## config.mk

```make
export PLATFORM = sky130hd
export DESIGN_NAME = osc_ctrl_regs
export DESIGN_NICKNAME = d
export VERILOG_FILES = /design/src/osc_regs_pkg.sv /design/src/osc_tap_if.sv /design/src/osc_tap_decode.sv /design/src/osc_ctrl_regs.sv
export SDC_FILE = /design/constraint.sdc
export NUM_CORES = 1
export LEC_CHECK = 0
export BUFFER_PORTS_ARGS = -buffer_cell sky130_fd_sc_hd__clkbuf_2
export CAP_MARGIN = 20
export CELL_PAD_IN_SITES_DETAIL_PLACEMENT = 0
export CELL_PAD_IN_SITES_GLOBAL_PLACEMENT = 1
export CORE_MARGIN = 3
export CORE_UTILIZATION = 37
export CTS_CLUSTER_DIAMETER = 100
export CTS_CLUSTER_SIZE = 24
export DETAILED_ROUTE_END_ITERATION = 10
export HOLD_SLACK_MARGIN = 0.02
export PLACE_DENSITY_LB_ADDON = 0.1
export REMOVE_ABC_BUFFERS = 1
export SKIP_CTS_REPAIR_TIMING = 1
export SYNTH_ARGS = -nofsm -noshare
export SYNTH_HDL_FRONTEND = slang
export SYNTH_SLANG_ARGS = --single-unit
```

## constraint.sdc

```tcl
create_clock -name MCLK -period 1.69 [get_ports MCLK]
set_clock_uncertainty 0.05 [all_clocks]
set_input_delay 0.169 -clock MCLK [delete_from_list [all_inputs] [get_ports MCLK]]
set_output_delay 0.169 -clock MCLK [all_outputs]
set_load 0.01 [all_outputs]
```

## src/osc_regs_pkg.sv

```systemverilog
// Constants for the oscillator control and status register block
package osc_regs_pkg;
  // Register addresses
  localparam logic [1:0] ADDR_CTRL = 2'h0;
  localparam logic [1:0] ADDR_STAT = 2'h1;
  // Control field positions
  localparam int CTRL_PLL_BIT = 7;
  localparam int IFS_HI       = 6;
  localparam int IFS_LO       = 3;
  localparam int SCS_HI       = 1;
  localparam int SCS_LO       = 0;
  // Status bit positions
  localparam int ST_XTAL = 7;
  localparam int ST_MULTIPLIER_READY = 6;
  localparam int ST_CFG  = 5;
  localparam int ST_HFR  = 4;
  localparam int ST_HFL  = 3;
  localparam int ST_MFR  = 2;
  localparam int ST_LFR  = 1;
  localparam int ST_HFS  = 0;
  // Reset values
  localparam logic [3:0] IFS_RESET = 4'h7;
  localparam logic [1:0] SCS_RESET = 2'h0;
  // Start-up timer length in oscillations
  localparam logic [10:0] OST_COUNT = 11'h400;
  // Clock sources
  typedef enum logic [1:0] {
    SRC_CONFIG = 2'b00,
    SRC_XTAL   = 2'b01,
    SRC_INT    = 2'b10
  } src_t;
  // Internal oscillator used by a tap
  typedef enum logic [1:0] {
    OSC_LF = 2'b00,
    OSC_MF = 2'b01,
    OSC_HF = 2'b10
  } osc_t;
endpackage

```

## src/osc_tap_if.sv

```systemverilog
// Interface carrying a frequency select decode between modules
`timescale 1ns/100ps
interface osc_tap_if;
  logic [3:0]               code;   // Frequency select code
  logic                     pll_on; // Multiplier active
  osc_regs_pkg::osc_t       osc;    // Chosen oscillator
  logic [3:0]               div_log;// Power-of-two divide from top tap
  logic                     mult;   // Tap multiplied by four
  modport dec (input code, pll_on, output osc, div_log, mult);
  modport use_side (output code, pll_on, input osc, div_log, mult);
endinterface

```

## src/osc_tap_decode.sv

```systemverilog
// Decoder of the internal frequency select field
`timescale 1ns/100ps
module osc_tap_decode (
  osc_tap_if.dec t
);
  // Maps code to oscillator and divide; HF 16 MHz top is divide 0
  always_comb begin
    t.mult    = 1'b0;
    t.osc     = osc_regs_pkg::OSC_HF;
    t.div_log = 4'h0;
    case (t.code)
      4'h0, 4'h1: begin
        t.osc     = osc_regs_pkg::OSC_LF;
        t.div_log = 4'h0;
      end
      4'h2: begin
        t.osc     = osc_regs_pkg::OSC_MF;
        t.div_log = 4'h4;
      end
      4'h3: begin
        t.osc     = osc_regs_pkg::OSC_HF;
        t.div_log = 4'h9;
      end
      4'h4, 4'h5, 4'h6, 4'h7: begin
        t.osc     = osc_regs_pkg::OSC_MF;
        t.div_log = 4'h7 - t.code;
      end
      4'hE: begin
        t.div_log = 4'h1;
      end
      4'hF: begin
        t.div_log = 4'h0;
        t.mult    = t.pll_on;
      end
      default: begin
        t.div_log = 4'hF - t.code;
      end
    endcase
  end
endmodule

```

## src/osc_ctrl_regs.sv

```systemverilog
// Oscillator control and status registers with source switching
`timescale 1ns/100ps
module osc_ctrl_regs (
  input  wire logic       MCLK,
  input  wire logic       RST_N,
  input  wire logic [1:0] ADDR,
  input  wire logic [7:0] WDATA,
  input  wire logic       WR,
  input  wire logic       RD,
  output logic      [7:0] RDATA,
  input  wire logic       PLL_CONFIG_FORCE,
  input  wire logic       LOWFREQ_XTAL_ENABLE,
  input  wire logic       LOWFREQ_XTAL_READY,
  input  wire logic       MULTIPLIER_READY,
  input  wire logic       HF_OSC_READY,
  input  wire logic       HF_OSC_LOCKED,
  input  wire logic       MF_OSC_READY,
  input  wire logic       LF_OSC_READY,
  input  wire logic       HF_OSC_STABLE,
  input  wire logic       EXT_OSC_TICK,
  input  wire logic       SLEEP_ENTER,
  output logic            PLL_ENABLE,
  output logic      [1:0] CLK_SOURCE,
  output logic      [1:0] INT_OSC_SEL,
  output logic      [3:0] INT_DIV_LOG,
  output logic            INT_MULT
);
  logic       pll_soft_enable_ff;        // Software multiplier enable
  logic [3:0] internal_freq_select_ff;   // Frequency tap
  logic [1:0] sysclk_source_select_ff;   // Source select
  logic [10:0] startup_timer_ff;         // Oscillation count
  logic       configured_clock_running_ff; // Switched to configured clock
  logic       wr_ctrl;                   // Control write strobe
  logic [7:0] ctrl_rd;                   // Control read value
  logic [7:0] stat_rd;                   // Status read value
  logic       pll_on;                    // Multiplier active request
  osc_tap_if  tap ();

  assign wr_ctrl = WR && (ADDR == osc_regs_pkg::ADDR_CTRL);
  assign pll_on  = PLL_CONFIG_FORCE || pll_soft_enable_ff;

  // Tap decoder instance
  assign tap.code   = internal_freq_select_ff;
  assign tap.pll_on = pll_on;
  osc_tap_decode u_dec (.t(tap));

  // Control register fields; bit 2 is never stored
  always_ff @(posedge MCLK) begin
    if (!RST_N) begin
      pll_soft_enable_ff      <= 1'b0;
      internal_freq_select_ff <= osc_regs_pkg::IFS_RESET;
      sysclk_source_select_ff <= osc_regs_pkg::SCS_RESET;
    end else if (wr_ctrl) begin
      pll_soft_enable_ff      <= WDATA[osc_regs_pkg::CTRL_PLL_BIT];
      internal_freq_select_ff <= WDATA[osc_regs_pkg::IFS_HI:osc_regs_pkg::IFS_LO];
      sysclk_source_select_ff <= WDATA[osc_regs_pkg::SCS_HI:osc_regs_pkg::SCS_LO];
    end
  end

  // Start-up timer: restarts on source change or sleep, counts ticks
  always_ff @(posedge MCLK) begin
    if (!RST_N) begin
      startup_timer_ff <= 11'h000;
    end else if ((wr_ctrl && WDATA[osc_regs_pkg::SCS_HI:osc_regs_pkg::SCS_LO]
                 != sysclk_source_select_ff) || SLEEP_ENTER) begin
      startup_timer_ff <= 11'h000;
    end else if (EXT_OSC_TICK && startup_timer_ff != osc_regs_pkg::OST_COUNT) begin
      startup_timer_ff <= startup_timer_ff + 11'h001;
    end
  end

  // Configured clock taken over only after full count
  always_ff @(posedge MCLK) begin
    if (!RST_N) begin
      configured_clock_running_ff <= 1'b0;
    end else if (sysclk_source_select_ff != osc_regs_pkg::SRC_CONFIG
                 || startup_timer_ff != osc_regs_pkg::OST_COUNT) begin
      configured_clock_running_ff <= 1'b0;
    end else begin
      configured_clock_running_ff <= 1'b1;
    end
  end

  // Clock routing outputs
  always_ff @(posedge MCLK) begin
    if (!RST_N) begin
      PLL_ENABLE  <= 1'b0;
      CLK_SOURCE  <= osc_regs_pkg::SRC_INT;
      INT_OSC_SEL <= osc_regs_pkg::OSC_MF;
      INT_DIV_LOG <= 4'h0;
      INT_MULT    <= 1'b0;
    end else begin
      PLL_ENABLE  <= pll_on;
      INT_OSC_SEL <= tap.osc;
      INT_DIV_LOG <= tap.div_log;
      INT_MULT    <= tap.mult;
      if (sysclk_source_select_ff[1]) begin
        CLK_SOURCE <= osc_regs_pkg::SRC_INT;
      end else if (sysclk_source_select_ff[0]) begin
        CLK_SOURCE <= osc_regs_pkg::SRC_XTAL;
      end else if (configured_clock_running_ff) begin
        CLK_SOURCE <= osc_regs_pkg::SRC_CONFIG;
      end else begin
        CLK_SOURCE <= osc_regs_pkg::SRC_INT;
      end
    end
  end

  // Read values
  always_comb begin
    ctrl_rd = 8'h00;
    ctrl_rd[osc_regs_pkg::CTRL_PLL_BIT] = pll_soft_enable_ff;
    ctrl_rd[osc_regs_pkg::IFS_HI:osc_regs_pkg::IFS_LO] = internal_freq_select_ff;
    ctrl_rd[osc_regs_pkg::SCS_HI:osc_regs_pkg::SCS_LO] = sysclk_source_select_ff;
    stat_rd = 8'h00;
    stat_rd[osc_regs_pkg::ST_XTAL] = LOWFREQ_XTAL_ENABLE && LOWFREQ_XTAL_READY;
    stat_rd[osc_regs_pkg::ST_MULTIPLIER_READY] = MULTIPLIER_READY;
    stat_rd[osc_regs_pkg::ST_CFG]  = configured_clock_running_ff;
    stat_rd[osc_regs_pkg::ST_HFR]  = HF_OSC_READY;
    stat_rd[osc_regs_pkg::ST_HFL]  = HF_OSC_LOCKED;
    stat_rd[osc_regs_pkg::ST_MFR]  = MF_OSC_READY;
    stat_rd[osc_regs_pkg::ST_LFR]  = LF_OSC_READY;
    stat_rd[osc_regs_pkg::ST_HFS]  = HF_OSC_STABLE;
  end

  // Read data one cycle after strobe, zero otherwise
  always_ff @(posedge MCLK) begin
    if (!RST_N) begin
      RDATA <= 8'h00;
    end else if (RD && ADDR == osc_regs_pkg::ADDR_CTRL) begin
      RDATA <= ctrl_rd;
    end else if (RD && ADDR == osc_regs_pkg::ADDR_STAT) begin
      RDATA <= stat_rd;
    end else begin
      RDATA <= 8'h00;
    end
  end
endmodule

```

== Word level (Yosys, flattened, before mapping) ==
Index checks and enable logic that the tools add are counted.
Storage, ports and cells
  flip-flop bits (word level): 37
  input bits: 25
  output and inout port bits: 18
  logic and storage cells: 56
Operators by class
  add/sub/neg operators: 3
  equal/unequal tests: 12
  multiplexer cells: 7
  bitwise gates (word level): 2
  reduce and logical (&&, ||, !) cells: 20
Operators with widths (count)
  one-hot mux 4 bit (5 select lines): 1
  equality test 4 x 3 -> 1 bit (second input constant): 4
  two-way mux 8 bit: 2
  adder 11 x 1 -> 11 bit (second input constant): 1
  != test 11 bit (second input constant): 1
  equality test 4 x 2 -> 1 bit (second input constant): 2
  equality test 4 bit (second input constant): 2
  logical AND 1 bit: 6
  OR reduction 2 bit: 3
  OR reduction 3 bit: 2
  OR reduction 5 bit: 1
  equality test 4 x 1 -> 1 bit (second input constant): 1
  logical NOT 4 bit: 1
  two-way mux 2 bit: 2
  one-hot mux 2 bit (2 select lines): 1
  OR reduction 4 bit: 1
  subtractor 3 x 4 -> 4 bit (first input constant): 1
  subtractor 4 bit (first input constant): 1
  logical OR 1 bit: 3
  equality test 2 x 1 -> 1 bit (second input constant): 1
  logical NOT 2 bit: 1
  != test 2 bit: 1
  inverter 1 bit: 2
  AND reduction 2 bit: 1
  other kinds (2): 2

== Logic depth before layout (Yosys ltp) ==
  depth after elaboration: 5
  gate-level depth with buffers: 7
  gate-level depth less buffers: 5

== Modules after synthesis ==
From an unflattened synthesis, not the netlist that was laid out.
Second synthesis, totals
  cells, all modules: 155
  area, all modules: 1569.0 um2
By module, submodules not included
  osc_ctrl_regs: times used 1, cells an instance 142, area an instance 1502.7 um2, sequential area each 740.7 um2
  osc_tap_decode: times used 1, cells an instance 13, area an instance 66.3 um2, sequential area each 0.0 um2

== Least setup slack after synthesis ==
Ideal clock, no wire load.
  kind: reg2reg
  start: register startup_timer_ff[0]
  end: register startup_timer_ff[1]
  setup time: 114 ps
  arrival: 1060 ps
  data required time: 1526 ps
  setup slack: 466 ps
  stages on the path, launching flop included: 6
  buffers on the path: 0
  clock period less this slack: 1224 ps
  path through: dfxtp_1 -> inv_1 -> ha_1 -> a41oi_2 -> mux2i_1 -> nor2_1
On the way
  word-level cells in the longest chain between the ends: 2
  elaborated cells on any way between the ends: 3
  classes of those cells: add/sub (1); eq/ne (1); reduce/logical (1)
Ends and longest elaborated chain
  start, declared: line osc_ctrl_regs.sv:31  | logic [10:0] startup_timer_ff;
  start signal, assigned: line osc_ctrl_regs.sv:68  | startup_timer_ff <= startup_timer_ff + 11'h001;
  parallel branches: the longest is 2 deep, another holds adder 11 x 1 -> 11 bit
Parallel ways; which one is timed is not known.
A chain may end at the register's enable or synchronous reset.

== Final worst setup path ==
  start: register startup_timer_ff[2]
  end: register startup_timer_ff[0]
On the way
  word-level cells in the longest chain between the ends: 2
Ends and longest elaborated chain
  != test 11 bit: line osc_ctrl_regs.sv:67  | end else if (EXT_OSC_TICK && startup_timer_ff != osc_regs_pkg::OST_COUNT) begin
  logical AND 1 bit: line osc_ctrl_regs.sv:67
Every way passes these cells.

==> results.txt <==
* Dominant cell type by area after synthesis: sky130_fd_sc_hd__dfxtp_1
- Clock-pin slew was measured on the worst setup and hold paths at 60 ps.
- Across all layers, the routed design uses approximately 1100 vias.
- Worst setup EP type: flip-flop
- The share of synthesized area in the top cell type comes to 50.3%.
* Pins over their slew limit: 0
- Standard cell area after detailed placement: 0.00171 mm^2
- On the worst path, the slowest cell contributes a delay of 410 ps.
- Worst setup slack after layout: 315 ps
* Flop and latch count out of synthesis: 37
- Final hold vios: 0
- Fin Setup TNS: 0 ps
- Destination of the worst register-to-register timing path: startup_timer_ff[0]
- The worst hold path terminates at RDATA[2].
* IR drop worst, VDD: 0.000418 V
- Along the worst path, the maximum fanout reaches 7.
* Antenna violation net count after detailed routing: 0
- Before CTS, the worst setup slack after placement is 297 ps.
- The congestion estimate from routability-driven global placement came to 0.702.
* Initial standard-cell utilization of the core: ~39%
* Total setup violations reported at the end of the flow: 0
- Detailed placement finished with a half-perimeter wire length of 2240 um.
- Summed over all cells, the static leakage comes to 0.761 nW.
- The design draws around 1.6 mW.
- In this run the deepest clock path goes through 2 buffers.
* Cell with the biggest individual delay on the critical path: sky130_fd_sc_hd__nor4_2
- In this run the vertical extent of the chip is about 69 um.
- For this run, the share of the core covered by cells in the final layout is between 40% and 50%.
- Final #Nets: between 200 and 250
- CTS H-tree depth: 2
- Master cell of the clock root buffer: sky130_fd_sc_hd__clkbuf_8
* Transition time at the pin with the least slew margin: about 360 ps
- After detailed routing, the average wire length per cell comes to ~12 um.
* Total wire length after detailed routing: slightly below 3000 um
- Cell internal power was estimated by the tool at 1.22 mW.
- Summing all non-filler instances in the final layout gives an area of 0.00179 mm^2.
- Averaged over all synthesized cells, the footprint is ~9.9 um^2.
- Die Area: about 0.0048 mm^2
* Clock power frac: a little over a third
* Number of global-route vias before repair: around 1000
* Period minus WS final: between 1000 and 1500 ps
- For this block, the initial DRC count from the detailed router was 45.
* Clock tree from TritonCTS: built
- The repair_antennas step left the layout with diodes totalling 0.
- From left edge to right edge, the die measures 69.1 um.
- The total area inside the core boundary comes to 0.00374 mm^2.
* Sequential area share after synthesis: about 50%
- Ranked by total cell area, the synthesized netlist is headed by sky130_fd_sc_hd__dfxtp_1 50%, sky130_fd_sc_hd__mux2i_1 9.5%, sky130_fd_sc_hd__nor2_1 8.4%.
* Critical path's top delay family: simple AND/OR/NAND/NOR gates
- Using the TritonRoute via totals, the vias-per-cell ratio works out to around 4.8.
- In this run the power spent charging and discharging nets is around 0.35 mW.
- Buffers placed on the I/O ports in this run total slightly above 40.
* Antenna violations before repair: 0
- Row Count: 22
- Entering global routing, the biggest net connects 12 pins.
- The library cell used most frequently in the layout, excluding fill and tap cells, is sky130_fd_sc_hd__clkbuf_2.
* TritonCTS Buffers: 5
- For this run, the total global-route usage over all layers was measured as about an eighth.
- Clock sink count: 37
* Sw Share: around 22%
* Critical path class: reg2reg
* Count of placed standard cells in the final layout, fillers left out: around 240
* # placed instances: 235
* Power density relative to cell area: approximately 880 mW/mm^2
- Cells traversed along the worst timing path: nor4_2 > a41oi_2 > xnor2_1 > nor2_1
- Start point of the worst min-delay path: MF_OSC_READY
- Signal arrival time at the worst endpoint: ~1500 ps
- In the layout the commonest cells are 41 x sky130_fd_sc_hd__clkbuf_2, 37 x sky130_fd_sc_hd__dfxtp_1, 33 x sky130_fd_sc_hd__nor2_1.
- Beginning of the worst register-to-register path: startup_timer_ff[2]
* Class of the worst hold path: in2reg
* Peak clock frequency supported by timing: 0.727 GHz
- Counting both buffers and inverters, the worst setup path holds a total of 0.
- DRC: 0
- During synthesis, Yosys emitted a total of 0 warnings.
- For flop-to-flop paths, the worst setup slack is 310 ps.
* Share of the cycle needed by the critical path after routing: between 80% and 90%
- For this run the aggregate overflow at the end of global routing stands at 0.
* Global-route wire length before repair: around 4800 um
- Worst-case hold slack: 38.6 ps
* Share of post-route cells with drive strength above 1: slightly above 30%
- The worst pin sits at a relative slew slack of between 70 and 80%.
- The cell area that synthesis handed to floorplanning was about 0.0015 mm^2.
- STA classifies the critical path startpoint as a flip-flop.
- Counting cells, the worst reg-to-reg path comes to 4.
* Run status: complete, no violations
- Cells after Synth: ~150
- Proportion of power drawn by combinational gates: under 10%
- Layout-stage area growth over the synthesis result: 21.4%
- The tool flagged a number of max-cap violations equal to 0.
- The first TritonRoute pass finished after 4 iterations.
- Setup repair after global routing left no endpoint under its margin.
- The worst hold path was traced through 3 stages.
- Later-pin clock latency in the skew report: about 280 ps
- IO Pins: 43
* Worst path required time: approximately 1800 ps
- Number of distinct library cells after synthesis: 31
* Portion of total power attributed to sequential cells: 57.5%
==> layout make-up <==
type,instances,area (um^2)
clock buffer,5,68.8
clock inverter,1,5.00
fill,385,1960
inverter,4,15.0
multi-input combinational,103,677
sequential,37,741
tap,48,60.1
timing repair buffer,43,220
==> cell families after synthesis <==
kind of cell / count (synthesis) / share of synthesized area [%]
buffers and inverters: 9 / 3.66
multiplexers: 14 / 9.52
adder cells (fa/ha/maj): 2 / 1.70
XOR/XNOR: 11 / 6.55
flip-flops: 37 / 50.3
AO/OA/AOI/OAI: 7 / 3.40
AND/OR/NAND/NOR: 69 / 24.8
==> layer usage <==
layer	global-route usage, %	wire (um)
met5	0	0
met2	18.6	1290
met3	5.83	189
met4	5.21	48
met1	16.3	1410
==> synth_stat cells <==
master and count:
sky130_fd_sc_hd__nor3_1 4, sky130_fd_sc_hd__nand4_2 1, sky130_fd_sc_hd__nor4_4 1, sky130_fd_sc_hd__ha_1 2, sky130_fd_sc_hd__o21ai_2 1, sky130_fd_sc_hd__clkbuf_1 1, sky130_fd_sc_hd__a21oi_1 2, sky130_fd_sc_hd__nand3b_2 1
sky130_fd_sc_hd__xor2_1 5, sky130_fd_sc_hd__nor2_1 33, sky130_fd_sc_hd__nor3_2 2, sky130_fd_sc_hd__and3_2 1, sky130_fd_sc_hd__nor4_2 1, sky130_fd_sc_hd__o21ai_0 3, sky130_fd_sc_hd__and2_1 2, sky130_fd_sc_hd__nand3b_1 1
sky130_fd_sc_hd__nand2b_1 1, sky130_fd_sc_hd__buf_6 2, sky130_fd_sc_hd__nand4_1 6, sky130_fd_sc_hd__nor2b_1 1, sky130_fd_sc_hd__nand2_1 10, sky130_fd_sc_hd__xnor2_1 6, sky130_fd_sc_hd__nand3_1 2, sky130_fd_sc_hd__a41oi_2 1
sky130_fd_sc_hd__nor3b_2 1, sky130_fd_sc_hd__buf_4 1, sky130_fd_sc_hd__mux2i_1 14, sky130_fd_sc_hd__nor4_1 1, sky130_fd_sc_hd__buf_2 1, sky130_fd_sc_hd__inv_1 4, sky130_fd_sc_hd__dfxtp_1 37
==> worst reg2reg max path, cell delays in order, from the launching register on <==
cell,delay [ps]
sky130_fd_sc_hd__dfxtp_1,370
sky130_fd_sc_hd__nor4_2,410
sky130_fd_sc_hd__a41oi_2,200
sky130_fd_sc_hd__xnor2_1,170
sky130_fd_sc_hd__nor2_1,60
==> worst max-delay path by stage <==
stage	from	cells after the start	endpoint	slack [ps]
after CTS	startup_timer_ff[2]	4	startup_timer_ff[1]	290
after global routing	startup_timer_ff[2]	4	startup_timer_ff[0]	220
final	startup_timer_ff[2]	4	startup_timer_ff[0]	310
after floorplan	ADDR[0]	4	startup_timer_ff[0]	440
after detailed placement	startup_timer_ff[2]	4	startup_timer_ff[1]	300
after global placement	startup_timer_ff[2]	4	startup_timer_ff[1]	340
==> power by group through the flow <==
stage	registers, mW	logic, mW	clock network, mW
2_1_floorplan	0.926	0.0550	0
6_report	0.904	0.121	0.549
3_5_place_dp	0.924	0.121	0
4_1_cts	0.904	0.122	0.576
3_3_place_gp	0.923	0.120	0
5_1_grt	0.906	0.134	0.591
==> flip-flops by register name, summed over array words and instances, names as in the netlist <==
register                     count
startup_timer_ff                11
pll_soft_enable_ff               1
INT_OSC_SEL                      2
internal_freq_select_ff          4
CLK_SOURCE                       2
configured_clock_running_ff      1
INT_MULT                         1
RDATA                            8
sysclk_source_select_ff          2
PLL_ENABLE                       1
INT_DIV_LOG                      4
Note: power is estimated with default switching activity, not from simulation.
